File: src/hdl/qfc_pkg.sv
/*
 * Shared constants and types for the quad flash command sequencer: widths,
 * command codes, pin-level timing as times and as REF_CLK cycle counts, and
 * the packed structs that carry requests and pin states.
 * Assumes a 100 MHz REF_CLK and a 32-bit module built from four byte lanes.
 */
// How it works
// - The sequencer always drives both pair selects together, treating the module as one 32-bit device.
// - Every command byte is copied into each selected byte lane, so a setup code 40H goes out as 40404040H.
// - A program sends the replicated setup code first and then a second write with the whole data word.
// - Lanes whose devices must stay idle get a zero byte instead of the command.
// - A program interval runs at least 10 us before the stop command that ends it.
// - An erase interval runs between 9.5 ms and 10.5 ms, aimed at the middle.
// - After any write the sequencer waits at least 6 us before it starts a read.
// - The programming supply is raised at least 1.0 us before a select goes active for program or erase.
// - The write strobe pulse sits wholly inside the select pulse, so the strobe defines the write.
package qfc_pkg;

  localparam int ADDR_W = 17;
  localparam int DATA_W = 32;
  localparam int LANES = 4;
  localparam int CNT_W = 21;
  localparam int SYNC_STAGES = 2;

  localparam logic [7:0] PROG_SETUP_CODE = 8'h40;

  // ************************************************************
  // Pin timing, as times and as cycle counts.
  // ************************************************************
  localparam int CLK_PERIOD_NS = 10;
  localparam int T_CS_NS = 20;
  localparam int T_WP_NS = 80;
  localparam int T_DH_NS = 10;
  localparam int T_WPH_NS = 20;
  localparam int T_ACC_NS = 120;
  localparam int T_VPEL_NS = 1000;
  localparam int T_WR_NS = 6000;
  localparam int T_DP_NS = 10000;
  localparam int T_DE_MIN_NS = 9500000;
  localparam int T_DE_MAX_NS = 10500000;
  localparam int T_DE_NOM_NS = (T_DE_MIN_NS + T_DE_MAX_NS) / 2;

  localparam int CS_CYC = (T_CS_NS + CLK_PERIOD_NS - 1) / CLK_PERIOD_NS;
  localparam int WP_CYC = (T_WP_NS + CLK_PERIOD_NS - 1) / CLK_PERIOD_NS;
  localparam int DH_CYC = (T_DH_NS + CLK_PERIOD_NS - 1) / CLK_PERIOD_NS;
  localparam int WPH_CYC = (T_WPH_NS + CLK_PERIOD_NS - 1) / CLK_PERIOD_NS;
  localparam int ACC_CYC = (T_ACC_NS + CLK_PERIOD_NS - 1) / CLK_PERIOD_NS;
  localparam int VPEL_CYC = (T_VPEL_NS + CLK_PERIOD_NS - 1) / CLK_PERIOD_NS;
  localparam int WR_CYC = (T_WR_NS + CLK_PERIOD_NS - 1) / CLK_PERIOD_NS;
  localparam int DP_CYC = (T_DP_NS + CLK_PERIOD_NS - 1) / CLK_PERIOD_NS;
  localparam int DE_MIN_CYC = (T_DE_MIN_NS + CLK_PERIOD_NS - 1) / CLK_PERIOD_NS;
  localparam int DE_MAX_CYC = T_DE_MAX_NS / CLK_PERIOD_NS;
  localparam int DE_NOM_CYC = T_DE_NOM_NS / CLK_PERIOD_NS;

  typedef enum logic [1:0] {
    QFC_OP_READ = 2'h0,
    QFC_OP_WRITE = 2'h1,
    QFC_OP_PROGRAM = 2'h2,
    QFC_OP_ERASE = 2'h3
  } qfc_op_e;

  typedef struct packed {
    qfc_op_e op;
    logic [LANES-1:0] lanes;
    logic [7:0] code;
    logic [ADDR_W-1:0] addr;
    logic [DATA_W-1:0] data;
  } qfc_req_s;

  typedef struct packed {
    logic [ADDR_W-1:0] addr;
    logic [DATA_W-1:0] dout;
    logic dout_oe;
    logic sel_n;
    logic we_n;
    logic oe_n;
    logic vpp;
  } qfc_pins_s;

endpackage

File: src/hdl/qfc_timer.sv
/*
 * Down-counting interval timer used for every wait of the sequencer.
 * Assumes the loader waits for busy to fall before relying on a new count.
 */
`timescale 1ns/1ps
module qfc_timer #(
  parameter int W = 21
) (
  input wire logic clk,
  input wire logic rst,
  input wire logic load,
  input wire logic [W-1:0] value,
  output logic busy
);

  logic [W-1:0] cnt_q;
  logic [W-1:0] cnt_d;

  // A load of N keeps busy high for exactly N cycles after the load edge.
  always_comb begin
    cnt_d = cnt_q;
    if (load) begin
      cnt_d = value;
    end else if (cnt_q != '0) begin
      cnt_d = cnt_q - W'(1);
    end
  end

  always_ff @(posedge clk) begin
    if (rst) begin
      cnt_q <= '0;
    end else begin
      cnt_q <= cnt_d;
    end
  end

  assign busy = (cnt_q != '0);

endmodule

File: src/hdl/qfc_sequencer.sv
/*
 * Host-side sequencer for a 32-bit flash module made of four byte lanes in
 * two select pairs. Takes read, write, program and erase requests on a
 * valid/ready port and turns them into timed pin waveforms.
 * Assumes the board combines MODULE_DATA_LINES_O/_OE/_I into the shared bus
 * and switches the programming supply from VPP_ENABLE.
 */
`timescale 1ns/1ps
module qfc_sequencer #(
  parameter int ERASE_CYCLES = qfc_pkg::DE_NOM_CYC,
  parameter int ACCESS_CYCLES = qfc_pkg::ACC_CYC,
  parameter logic [7:0] PROG_STOP_CODE = 8'hc0,
  parameter logic [7:0] ERASE_STOP_CODE = 8'ha0
) (
  input wire logic REF_CLK,
  input wire logic RESET,
  input wire logic CMD_VALID,
  output logic CMD_READY,
  input wire qfc_pkg::qfc_req_s CMD_REQ,
  output logic RD_VALID,
  output logic [qfc_pkg::DATA_W-1:0] RD_DATA,
  output logic [qfc_pkg::ADDR_W-1:0] WORD_ADDRESS_LINES,
  output logic [qfc_pkg::DATA_W-1:0] MODULE_DATA_LINES_O,
  output logic MODULE_DATA_LINES_OE,
  input wire logic [qfc_pkg::DATA_W-1:0] MODULE_DATA_LINES_I,
  output logic PAIR_SELECT_LOW_N,
  output logic PAIR_SELECT_HIGH_N,
  output logic PAIR_WRITE_STROBE_LOW_N,
  output logic PAIR_WRITE_STROBE_HIGH_N,
  output logic OUTPUT_ENABLE_N,
  output logic VPP_ENABLE
);

  localparam int CW = qfc_pkg::CNT_W;
  localparam int DW = qfc_pkg::DATA_W;

  if (ERASE_CYCLES < 1 || ERASE_CYCLES >= (1 << CW)) begin : g_erase_chk
    $error("ERASE_CYCLES out of timer range");
  end
  if (ACCESS_CYCLES < 1 || ACCESS_CYCLES + qfc_pkg::SYNC_STAGES >= (1 << CW)) begin : g_acc_chk
    $error("ACCESS_CYCLES out of timer range");
  end

  // ************************************************************
  // State and request hold.
  // ************************************************************
  typedef enum logic [10:0] {
    QFC_ST_IDLE = 11'h001,
    QFC_ST_VPP_WAIT = 11'h002,
    QFC_ST_WR_SETUP = 11'h004,
    QFC_ST_WR_PULSE = 11'h008,
    QFC_ST_WR_HOLD = 11'h010,
    QFC_ST_WR_GAP = 11'h020,
    QFC_ST_INTERVAL = 11'h040,
    QFC_ST_RD_WAIT = 11'h080,
    QFC_ST_RD_ACCESS = 11'h100,
    QFC_ST_RD_DONE = 11'h200,
    QFC_ST_DONE = 11'h400
  } qfc_state_e;

  qfc_state_e state_q, state_d;
  qfc_pkg::qfc_req_s req_q, req_d;
  logic [1:0] phase_q, phase_d;
  logic [DW-1:0] word_q, word_d;
  logic [DW-1:0] rdata_q, rdata_d;
  logic rvalid_q, rvalid_d;
  qfc_pkg::qfc_pins_s pins_q, pins_d;
  logic [DW-1:0] sync_q [qfc_pkg::SYNC_STAGES];
  logic tmr_load;
  logic [CW-1:0] tmr_value;
  logic tmr_busy;
  logic rec_load;
  logic rec_busy;

  qfc_timer #(.W(CW)) u_step_timer (
    .clk(REF_CLK),
    .rst(RESET),
    .load(tmr_load),
    .value(tmr_value),
    .busy(tmr_busy)
  );

  qfc_timer #(.W(CW)) u_recovery_timer (
    .clk(REF_CLK),
    .rst(RESET),
    .load(rec_load),
    .value(CW'(qfc_pkg::WR_CYC)),
    .busy(rec_busy)
  );

  // Copies the command byte into the selected lanes and zeroes the rest.
  function automatic logic [DW-1:0] lane_word(input logic [7:0] code,
                                              input logic [qfc_pkg::LANES-1:0] lanes);
    logic [DW-1:0] w;
    w = '0;
    for (int i = 0; i < qfc_pkg::LANES; i++) begin
      w[8*i +: 8] = lanes[i] ? code : 8'h00;
    end
    return w;
  endfunction

  // ************************************************************
  // Sequencing.
  // ************************************************************
  always_comb begin
    state_d = state_q;
    req_d = req_q;
    phase_d = phase_q;
    word_d = word_q;
    rdata_d = rdata_q;
    rvalid_d = 1'b0;
    tmr_load = 1'b0;
    tmr_value = '0;
    rec_load = 1'b0;
    case (state_q)
      QFC_ST_IDLE: begin
        if (CMD_VALID) begin
          req_d = CMD_REQ;
          phase_d = 2'h0;
          case (CMD_REQ.op)
            qfc_pkg::QFC_OP_READ: begin
              state_d = QFC_ST_RD_WAIT;
            end
            qfc_pkg::QFC_OP_WRITE: begin
              word_d = lane_word(CMD_REQ.code, CMD_REQ.lanes);
              state_d = QFC_ST_WR_SETUP;
              tmr_load = 1'b1;
              tmr_value = CW'(qfc_pkg::CS_CYC);
            end
            qfc_pkg::QFC_OP_PROGRAM: begin
              word_d = lane_word(qfc_pkg::PROG_SETUP_CODE, CMD_REQ.lanes);
              state_d = QFC_ST_VPP_WAIT;
              tmr_load = 1'b1;
              tmr_value = CW'(qfc_pkg::VPEL_CYC);
            end
            default: begin
              word_d = lane_word(CMD_REQ.code, CMD_REQ.lanes);
              state_d = QFC_ST_VPP_WAIT;
              tmr_load = 1'b1;
              tmr_value = CW'(qfc_pkg::VPEL_CYC);
            end
          endcase
        end
      end
      QFC_ST_VPP_WAIT: begin
        if (!tmr_busy) begin
          state_d = QFC_ST_WR_SETUP;
          tmr_load = 1'b1;
          tmr_value = CW'(qfc_pkg::CS_CYC);
        end
      end
      QFC_ST_WR_SETUP: begin
        if (!tmr_busy) begin
          state_d = QFC_ST_WR_PULSE;
          tmr_load = 1'b1;
          tmr_value = CW'(qfc_pkg::WP_CYC);
        end
      end
      QFC_ST_WR_PULSE: begin
        if (!tmr_busy) begin
          state_d = QFC_ST_WR_HOLD;
          tmr_load = 1'b1;
          tmr_value = CW'(qfc_pkg::DH_CYC);
        end
      end
      QFC_ST_WR_HOLD: begin
        if (!tmr_busy) begin
          state_d = QFC_ST_WR_GAP;
          tmr_load = 1'b1;
          tmr_value = CW'(qfc_pkg::WPH_CYC);
          rec_load = 1'b1;
        end
      end
      QFC_ST_WR_GAP: begin
        if (!tmr_busy) begin
          state_d = QFC_ST_DONE;
          if (req_q.op == qfc_pkg::QFC_OP_PROGRAM && phase_q == 2'h0) begin
            phase_d = 2'h1;
            word_d = req_q.data;
            state_d = QFC_ST_WR_SETUP;
            tmr_load = 1'b1;
            tmr_value = CW'(qfc_pkg::CS_CYC);
          end else if (req_q.op == qfc_pkg::QFC_OP_PROGRAM && phase_q == 2'h1) begin
            phase_d = 2'h2;
            state_d = QFC_ST_INTERVAL;
            tmr_load = 1'b1;
            tmr_value = CW'(qfc_pkg::DP_CYC);
          end else if (req_q.op == qfc_pkg::QFC_OP_ERASE && phase_q == 2'h0) begin
            phase_d = 2'h1;
            state_d = QFC_ST_INTERVAL;
            tmr_load = 1'b1;
            tmr_value = CW'(ERASE_CYCLES);
          end
        end
      end
      QFC_ST_INTERVAL: begin
        if (!tmr_busy) begin
          phase_d = 2'h3;
          word_d = (req_q.op == qfc_pkg::QFC_OP_ERASE) ?
                   lane_word(ERASE_STOP_CODE, req_q.lanes) :
                   lane_word(PROG_STOP_CODE, req_q.lanes);
          state_d = QFC_ST_WR_SETUP;
          tmr_load = 1'b1;
          tmr_value = CW'(qfc_pkg::CS_CYC);
        end
      end
      QFC_ST_RD_WAIT: begin
        if (!rec_busy) begin
          state_d = QFC_ST_RD_ACCESS;
          tmr_load = 1'b1;
          tmr_value = CW'(ACCESS_CYCLES + qfc_pkg::SYNC_STAGES);
        end
      end
      QFC_ST_RD_ACCESS: begin
        // The pins stay selected until the synchronised data has settled.
        if (!tmr_busy) begin
          rdata_d = sync_q[qfc_pkg::SYNC_STAGES-1];
          rvalid_d = 1'b1;
          state_d = QFC_ST_RD_DONE;
        end
      end
      QFC_ST_RD_DONE: begin
        state_d = QFC_ST_IDLE;
      end
      QFC_ST_DONE: begin
        state_d = QFC_ST_IDLE;
      end
      default: begin
        state_d = QFC_ST_IDLE;
      end
    endcase
  end

  // ************************************************************
  // Pin image, registered so every pin leaves a flip-flop.
  // ************************************************************
  always_comb begin
    pins_d.addr = req_d.addr;
    pins_d.dout = word_d;
    pins_d.dout_oe = 1'b0;
    pins_d.sel_n = 1'b1;
    pins_d.we_n = 1'b1;
    pins_d.oe_n = 1'b1;
    pins_d.vpp = 1'b0;
    case (state_d)
      QFC_ST_WR_SETUP, QFC_ST_WR_HOLD: begin
        pins_d.sel_n = 1'b0;
        pins_d.dout_oe = 1'b1;
      end
      QFC_ST_WR_PULSE: begin
        pins_d.sel_n = 1'b0;
        pins_d.we_n = 1'b0;
        pins_d.dout_oe = 1'b1;
      end
      QFC_ST_RD_ACCESS: begin
        pins_d.sel_n = 1'b0;
        pins_d.oe_n = 1'b0;
      end
      default: begin
        pins_d.sel_n = 1'b1;
      end
    endcase
    // The supply stays up from the lead-in to the end of the stop write.
    if (req_d.op == qfc_pkg::QFC_OP_PROGRAM || req_d.op == qfc_pkg::QFC_OP_ERASE) begin
      if (state_d != QFC_ST_IDLE && state_d != QFC_ST_DONE) begin
        pins_d.vpp = 1'b1;
      end
    end
  end

  always_ff @(posedge REF_CLK) begin
    if (RESET) begin
      state_q <= QFC_ST_IDLE;
      req_q <= '0;
      phase_q <= 2'h0;
      word_q <= '0;
      rdata_q <= '0;
      rvalid_q <= 1'b0;
      pins_q <= '{addr: '0, dout: '0, dout_oe: 1'b0, sel_n: 1'b1, we_n: 1'b1,
                  oe_n: 1'b1, vpp: 1'b0};
    end else begin
      state_q <= state_d;
      req_q <= req_d;
      phase_q <= phase_d;
      word_q <= word_d;
      rdata_q <= rdata_d;
      rvalid_q <= rvalid_d;
      pins_q <= pins_d;
    end
  end

  // Read data arrives from the pins, outside the clock's timing, so it
  // passes two flip-flops before the capture reads it.
  always_ff @(posedge REF_CLK) begin
    if (RESET) begin
      for (int i = 0; i < qfc_pkg::SYNC_STAGES; i++) begin
        sync_q[i] <= '0;
      end
    end else begin
      sync_q[0] <= MODULE_DATA_LINES_I;
      for (int i = 1; i < qfc_pkg::SYNC_STAGES; i++) begin
        sync_q[i] <= sync_q[i-1];
      end
    end
  end

  assign CMD_READY = (state_q == QFC_ST_IDLE);
  assign RD_VALID = rvalid_q;
  assign RD_DATA = rdata_q;
  assign WORD_ADDRESS_LINES = pins_q.addr;
  assign MODULE_DATA_LINES_O = pins_q.dout;
  assign MODULE_DATA_LINES_OE = pins_q.dout_oe;
  assign PAIR_SELECT_LOW_N = pins_q.sel_n;
  assign PAIR_SELECT_HIGH_N = pins_q.sel_n;
  assign PAIR_WRITE_STROBE_LOW_N = pins_q.we_n;
  assign PAIR_WRITE_STROBE_HIGH_N = pins_q.we_n;
  assign OUTPUT_ENABLE_N = pins_q.oe_n;
  assign VPP_ENABLE = pins_q.vpp;

endmodule

File: config.mk
export PLATFORM = sky130hd
export DESIGN_NAME = qfc_sequencer
export DESIGN_NICKNAME = d
export VERILOG_FILES = /design/src/hdl/qfc_pkg.sv /design/src/hdl/qfc_timer.sv /design/src/hdl/qfc_sequencer.sv
export SDC_FILE = /design/constraint.sdc
export NUM_CORES = 1
export LEC_CHECK = 0
export BUFFER_PORTS_ARGS = -buffer_cell sky130_fd_sc_hd__buf_2
export CAP_MARGIN = 20
export CORE_MARGIN = 5
export CORE_UTILIZATION = 43
export DETAILED_ROUTE_END_ITERATION = 12
export PLACE_DENSITY = 0.72
export SLEW_MARGIN = 20
export SYNTH_ARGS = -nofsm -noshare
export SYNTH_HDL_FRONTEND = slang
export SYNTH_SLANG_ARGS = --single-unit
export TNS_END_PERCENT = 30
File: constraint.sdc
create_clock -name REF_CLK -period 3.1 [get_ports REF_CLK]
set_input_delay 0.62 -clock REF_CLK [delete_from_list [all_inputs] [get_ports REF_CLK]]
set_output_delay 0.62 -clock REF_CLK [all_outputs]
set_load 0.05 [all_outputs]
==> results.txt <==
The run finished with clean final reports. The category of cells accounting for the largest share of critical-path delay is simple AND/OR/NAND/NOR gates. The worst register-to-register path begins at u_step_timer.cnt_q[3]. The number of H-tree levels is 1. The yosys synthesis warning count is 0. The buffers inserted during post-CTS setup optimization is 0. The critical register-to-register path endpoint is MODULE_DATA_LINES_OE. The die area is around 26000 sq um. The final routed wirelength across all metal layers came out at about 25000 microns. The kind of end point of the critical path is an output pin. In this run the vertical extent of the chip is about 160 microns. The distinct cell type count after synthesis is 60. The largest single stage delay on the critical path is 0.52 ns. The width of the die is approximately 160 microns. After the last flow step, the layout net total stands at ~1400. The clock insertion delay at the later pin of the skew report came out at 0.54 ns. The minimum setup slack after placement came out at between 0.3 and 0.4 ns. The area of the mapped netlist is between 9000 and 10000 sq um. The overall routing resource usage is 0.190.

The highest net fanout along the worst path came out at 10. When the netlist entered floorplanning its net count stood at around 1300. Data arrives at the worst endpoint at around 2.3 ns. In this run the deepest clock path goes through 3 buffers. The data required time at the worst endpoint came out at ~2.5 ns. On the final layout, the worst clock skew is 0.0186 ns. The number of diodes is 0. The power density relative to cell area is ~860 nW/um^2. The initial antenna violation count was 1.

The detail-routed net length per standard cell is roughly 16 microns. The number of resized instances in the post-cts repair step came out at 0. The total number of vias came out at between 8000 and 9000. The core footprint came out at 22600 sq um. STA classifies the critical path startpoint as a flop.

The critical path ends at CMD_READY. The number of instances in the synthesized netlist came out at between 1000 and 1500. The fill cell instance count of the final layout is roughly 2200.

For this configuration, the core starts out at a cell density of 0.435. The highest attainable clock frequency is approximately 350 MHz. The total buffers and inverters traversed by the critical path is 1.

The fraction of the yosys area taken by sequential cells is 0.497. The minimum clock period after layout is approximately 2.9 ns. The number of vias per cell after detailed routing is between 5 and 6. The number of setup violations in the final report came out at 0.

Clock tree synthesis found a total of roughly 240 sinks. The CTS tree is done. The maximum number of pins on one net before global-route repair is 105. The worst slew margin relative to its limit is 0.398. The post-detailed-placement half-perimeter wirelength is ~18000 microns.

The number of buffers inserted for hold repair after clock tree synthesis is 0. The type of the setup path with the least slack is flop to output pin. The count of pins on the block boundary is about 190. The layout cell share with drive strength beyond 1 is 0.202. The post-synthesis area per instance is 8.49 sq um. The post-synthesis to final-layout area growth is 18.6%. The critical path starts at state_q[8]. The depth of the most critical reg-to-reg path came out at 7. The clock-pin slew on the worst setup and hold paths came out at 0.06 ns. The slowest stage of the critical path belongs to the cell sky130_fd_sc_hd__nor3_2. The placer's final routability congestion estimate came out at around 0.93.

The fraction of registers with async set/reset is 0. The DRC violation count after routing is 0. Of the post-synthesis cell area, the dominant cell type holds 0.497.

The number of enable-type register cells in the synthesized netlist came out at 0. For the pin with the worst max-slew slack, the measured transition is ~0.9 ns. The first-pass iteration count of the detailed router is 6. The root buffer cell chosen for the clock tree is sky130_fd_sc_hd__clkbuf_16.

The overflow left after global routing came out at 0. The tightest min-delay check is of the input pin to flop type. The critical path goes through nor3_2 > and4_1 > buf_2. Across the run, the number of max-cap violations was 0. The final count of hold timing violations is 0.

The number of violations reported at the end of detailed-routing iteration 0 came out at 631. The final hold slack is between 0.2 and 0.3 ns. The leading register cell type out of synthesis is sky130_fd_sc_hd__dfxtp_1. The sum of negative setup slack came out at 0 ns.

The leakage dissipation is 4.73 nW. The standard-cell row count came out at 55. The first global-routing pass estimated 41800 microns of wire.

In this run the remaining antenna-violating nets after routing total 0. The worst path meets setup with between 0.2 and 0.25 ns of slack. The biggest area consumer among synthesized cells is sky130_fd_sc_hd__dfxtp_1. The number of slew-limit violations in the final report is 0.

The setup slack of the most critical reg-to-reg path came out at ~0.37 ns. The via count of the first global-routing pass is slightly above 8000. The number of buffers added by the clock tree synthesis step came out at 24.

Setup repair after global routing left no endpoint under its margin. VDD sags by at most between 0.5 and 0.6 mV. Sorting the synthesized cells by area gives the leading types as sky130_fd_sc_hd__dfxtp_1, sky130_fd_sc_hd__a21oi_1, sky130_fd_sc_hd__nand2_1, sky130_fd_sc_hd__nor2b_1, sky130_fd_sc_hd__a211oi_1. The ratio of final minimum period to clock period came out at 0.926. The count of buffers from port buffering came out at 187.

The cell count along the critical path came out at 3. After synthesis the netlist holds a flip-flop and latch count of ~240.
==> Yosys cell counts (all sizes together), types with 12 or more instances <==
cell type	instances
dfxtp	244
nand2	215
a21oi	173
nor2	73
nor2b	69
buf	48
clkbuf	48
a211oi	38
nor3	31
nor4	24
xnor2	23
nand3	19
xor2	17
or3	15
o21ai	12
==> where the power goes <==
group	internal, W	leakage, nW	total [W]	switching, W
registers	0.00355	2.00	0.00389	0.000337
logic	0.00123	2.34	0.00324	0.00201
clock network	0.00170	0.391	0.00289	0.00119
total	0.00647	4.73	0.0100	0.00354
==> worst register-to-register path, stage by stage, from the launching register on <==
cell                       delay, ns
sky130_fd_sc_hd__dfxtp_1        0.36
sky130_fd_sc_hd__or4_4          0.58
sky130_fd_sc_hd__nor4_4         0.44
sky130_fd_sc_hd__nand3b_2       0.26
sky130_fd_sc_hd__buf_4          0.27
sky130_fd_sc_hd__or3_1          0.38
sky130_fd_sc_hd__o2111a_1       0.14
sky130_fd_sc_hd__and4bb_1       0.26
==> cell type report <==
class	instances	area (sq um)	area share
clock inverters	8	115	0.00988
clock buffers	34	678	0.0582
multi-input cells	810	4450	0.382
inverters	7	26.3	0.00225
flip-flops and latches	244	4880	0.419
well taps	285	357	0.0306
repair buffers	211	1150	0.0984
==> registers in the layout (all words and copies together), names as in the netlist <==
signal	count
sync_q	64
req_q	38
MODULE_DATA_LINES_O	32
RD_DATA	32
u_recovery_timer.cnt_q	21
u_step_timer.cnt_q	21
WORD_ADDRESS_LINES	17
state_q	11
phase_q	2
MODULE_DATA_LINES_OE	1
OUTPUT_ENABLE_N	1
PAIR_SELECT_HIGH_N	1
PAIR_WRITE_STROBE_HIGH_N	1
RD_VALID	1
VPP_ENABLE	1
==> how the worst min path moves through the flow <==
stage | start | end | slack [ns] | depth (start not counted)
final | MODULE_DATA_LINES_I[17] | sync_q[0][17] | 0.29 | 2
after global routing | MODULE_DATA_LINES_I[0] | sync_q[0][0] | 0.28 | 2
after CTS | MODULE_DATA_LINES_I[17] | sync_q[0][17] | 0.27 | 2
after detailed placement | sync_q[0][16] | sync_q[1][16] | 0.42 | 1
after global placement | sync_q[0][12] | sync_q[1][12] | 0.42 | 1
after floorplan | sync_q[0][0] | sync_q[1][0] | 0.41 | 1
==> stage by stage <==
| step | utilization | cells | total power, W | area, sq um |
|---|---|---|---|---|
| after CTS | 0.516 | 1599 | 0.0101 | 11700 |
| after detailed placement | 0.481 | 1557 | 0.00716 | 10900 |
| final | 0.516 | 1599 | 0.0100 | 11700 |
| after floorplan | - | 1157 | 0.00641 | 9820 |
| after global routing | 0.516 | 1599 | 0.0106 | 11700 |
| after global placement | 0.481 | 1557 | 0.00709 | 10900 |
==> layout by cell type (no fill, tap or decap), drive strengths merged, types with 3 or more instances in the layout <==
cell and n:
a22o 4, or4 10, nor2b 69, nor2 73, and3 7, buf 211, nor4b 7, or2 6
o211ai 5, or3 15, a221oi 9, nand2 215, a31oi 6, dfxtp 244, nand3 19, a211oi 38
and4 6, ha 3, a21oi 173, xor2 17, nor3 31, inv 7, nor4 24, clkbuf 34
nand2b 6, xnor2 23, clkinv 6, and2 4, o21ai 12
==> cell families after synthesis <==
kind of cell,synth area share
adders and majority gates,0.00382
AOI/OAI and AO/OA,0.160
and+or+nand+nor,0.251
DFF,0.497
buffers and inverters,0.0516
xor gates and xnor gates,0.0357
muxes,0.00102
==> layer usage <==
metal / global-route usage / vias to the layer above / part of all wire
met5: 0 / - / 0.00051
met4: 0.0617 / 2 / 0.029
met3: 0.0449 / 52 / 0.081
met2: 0.304 / 308 / 0.45
met1: 0.255 / 3925 / 0.44
li1: - / 4257 / -
(Power assumes the default switching activity.)
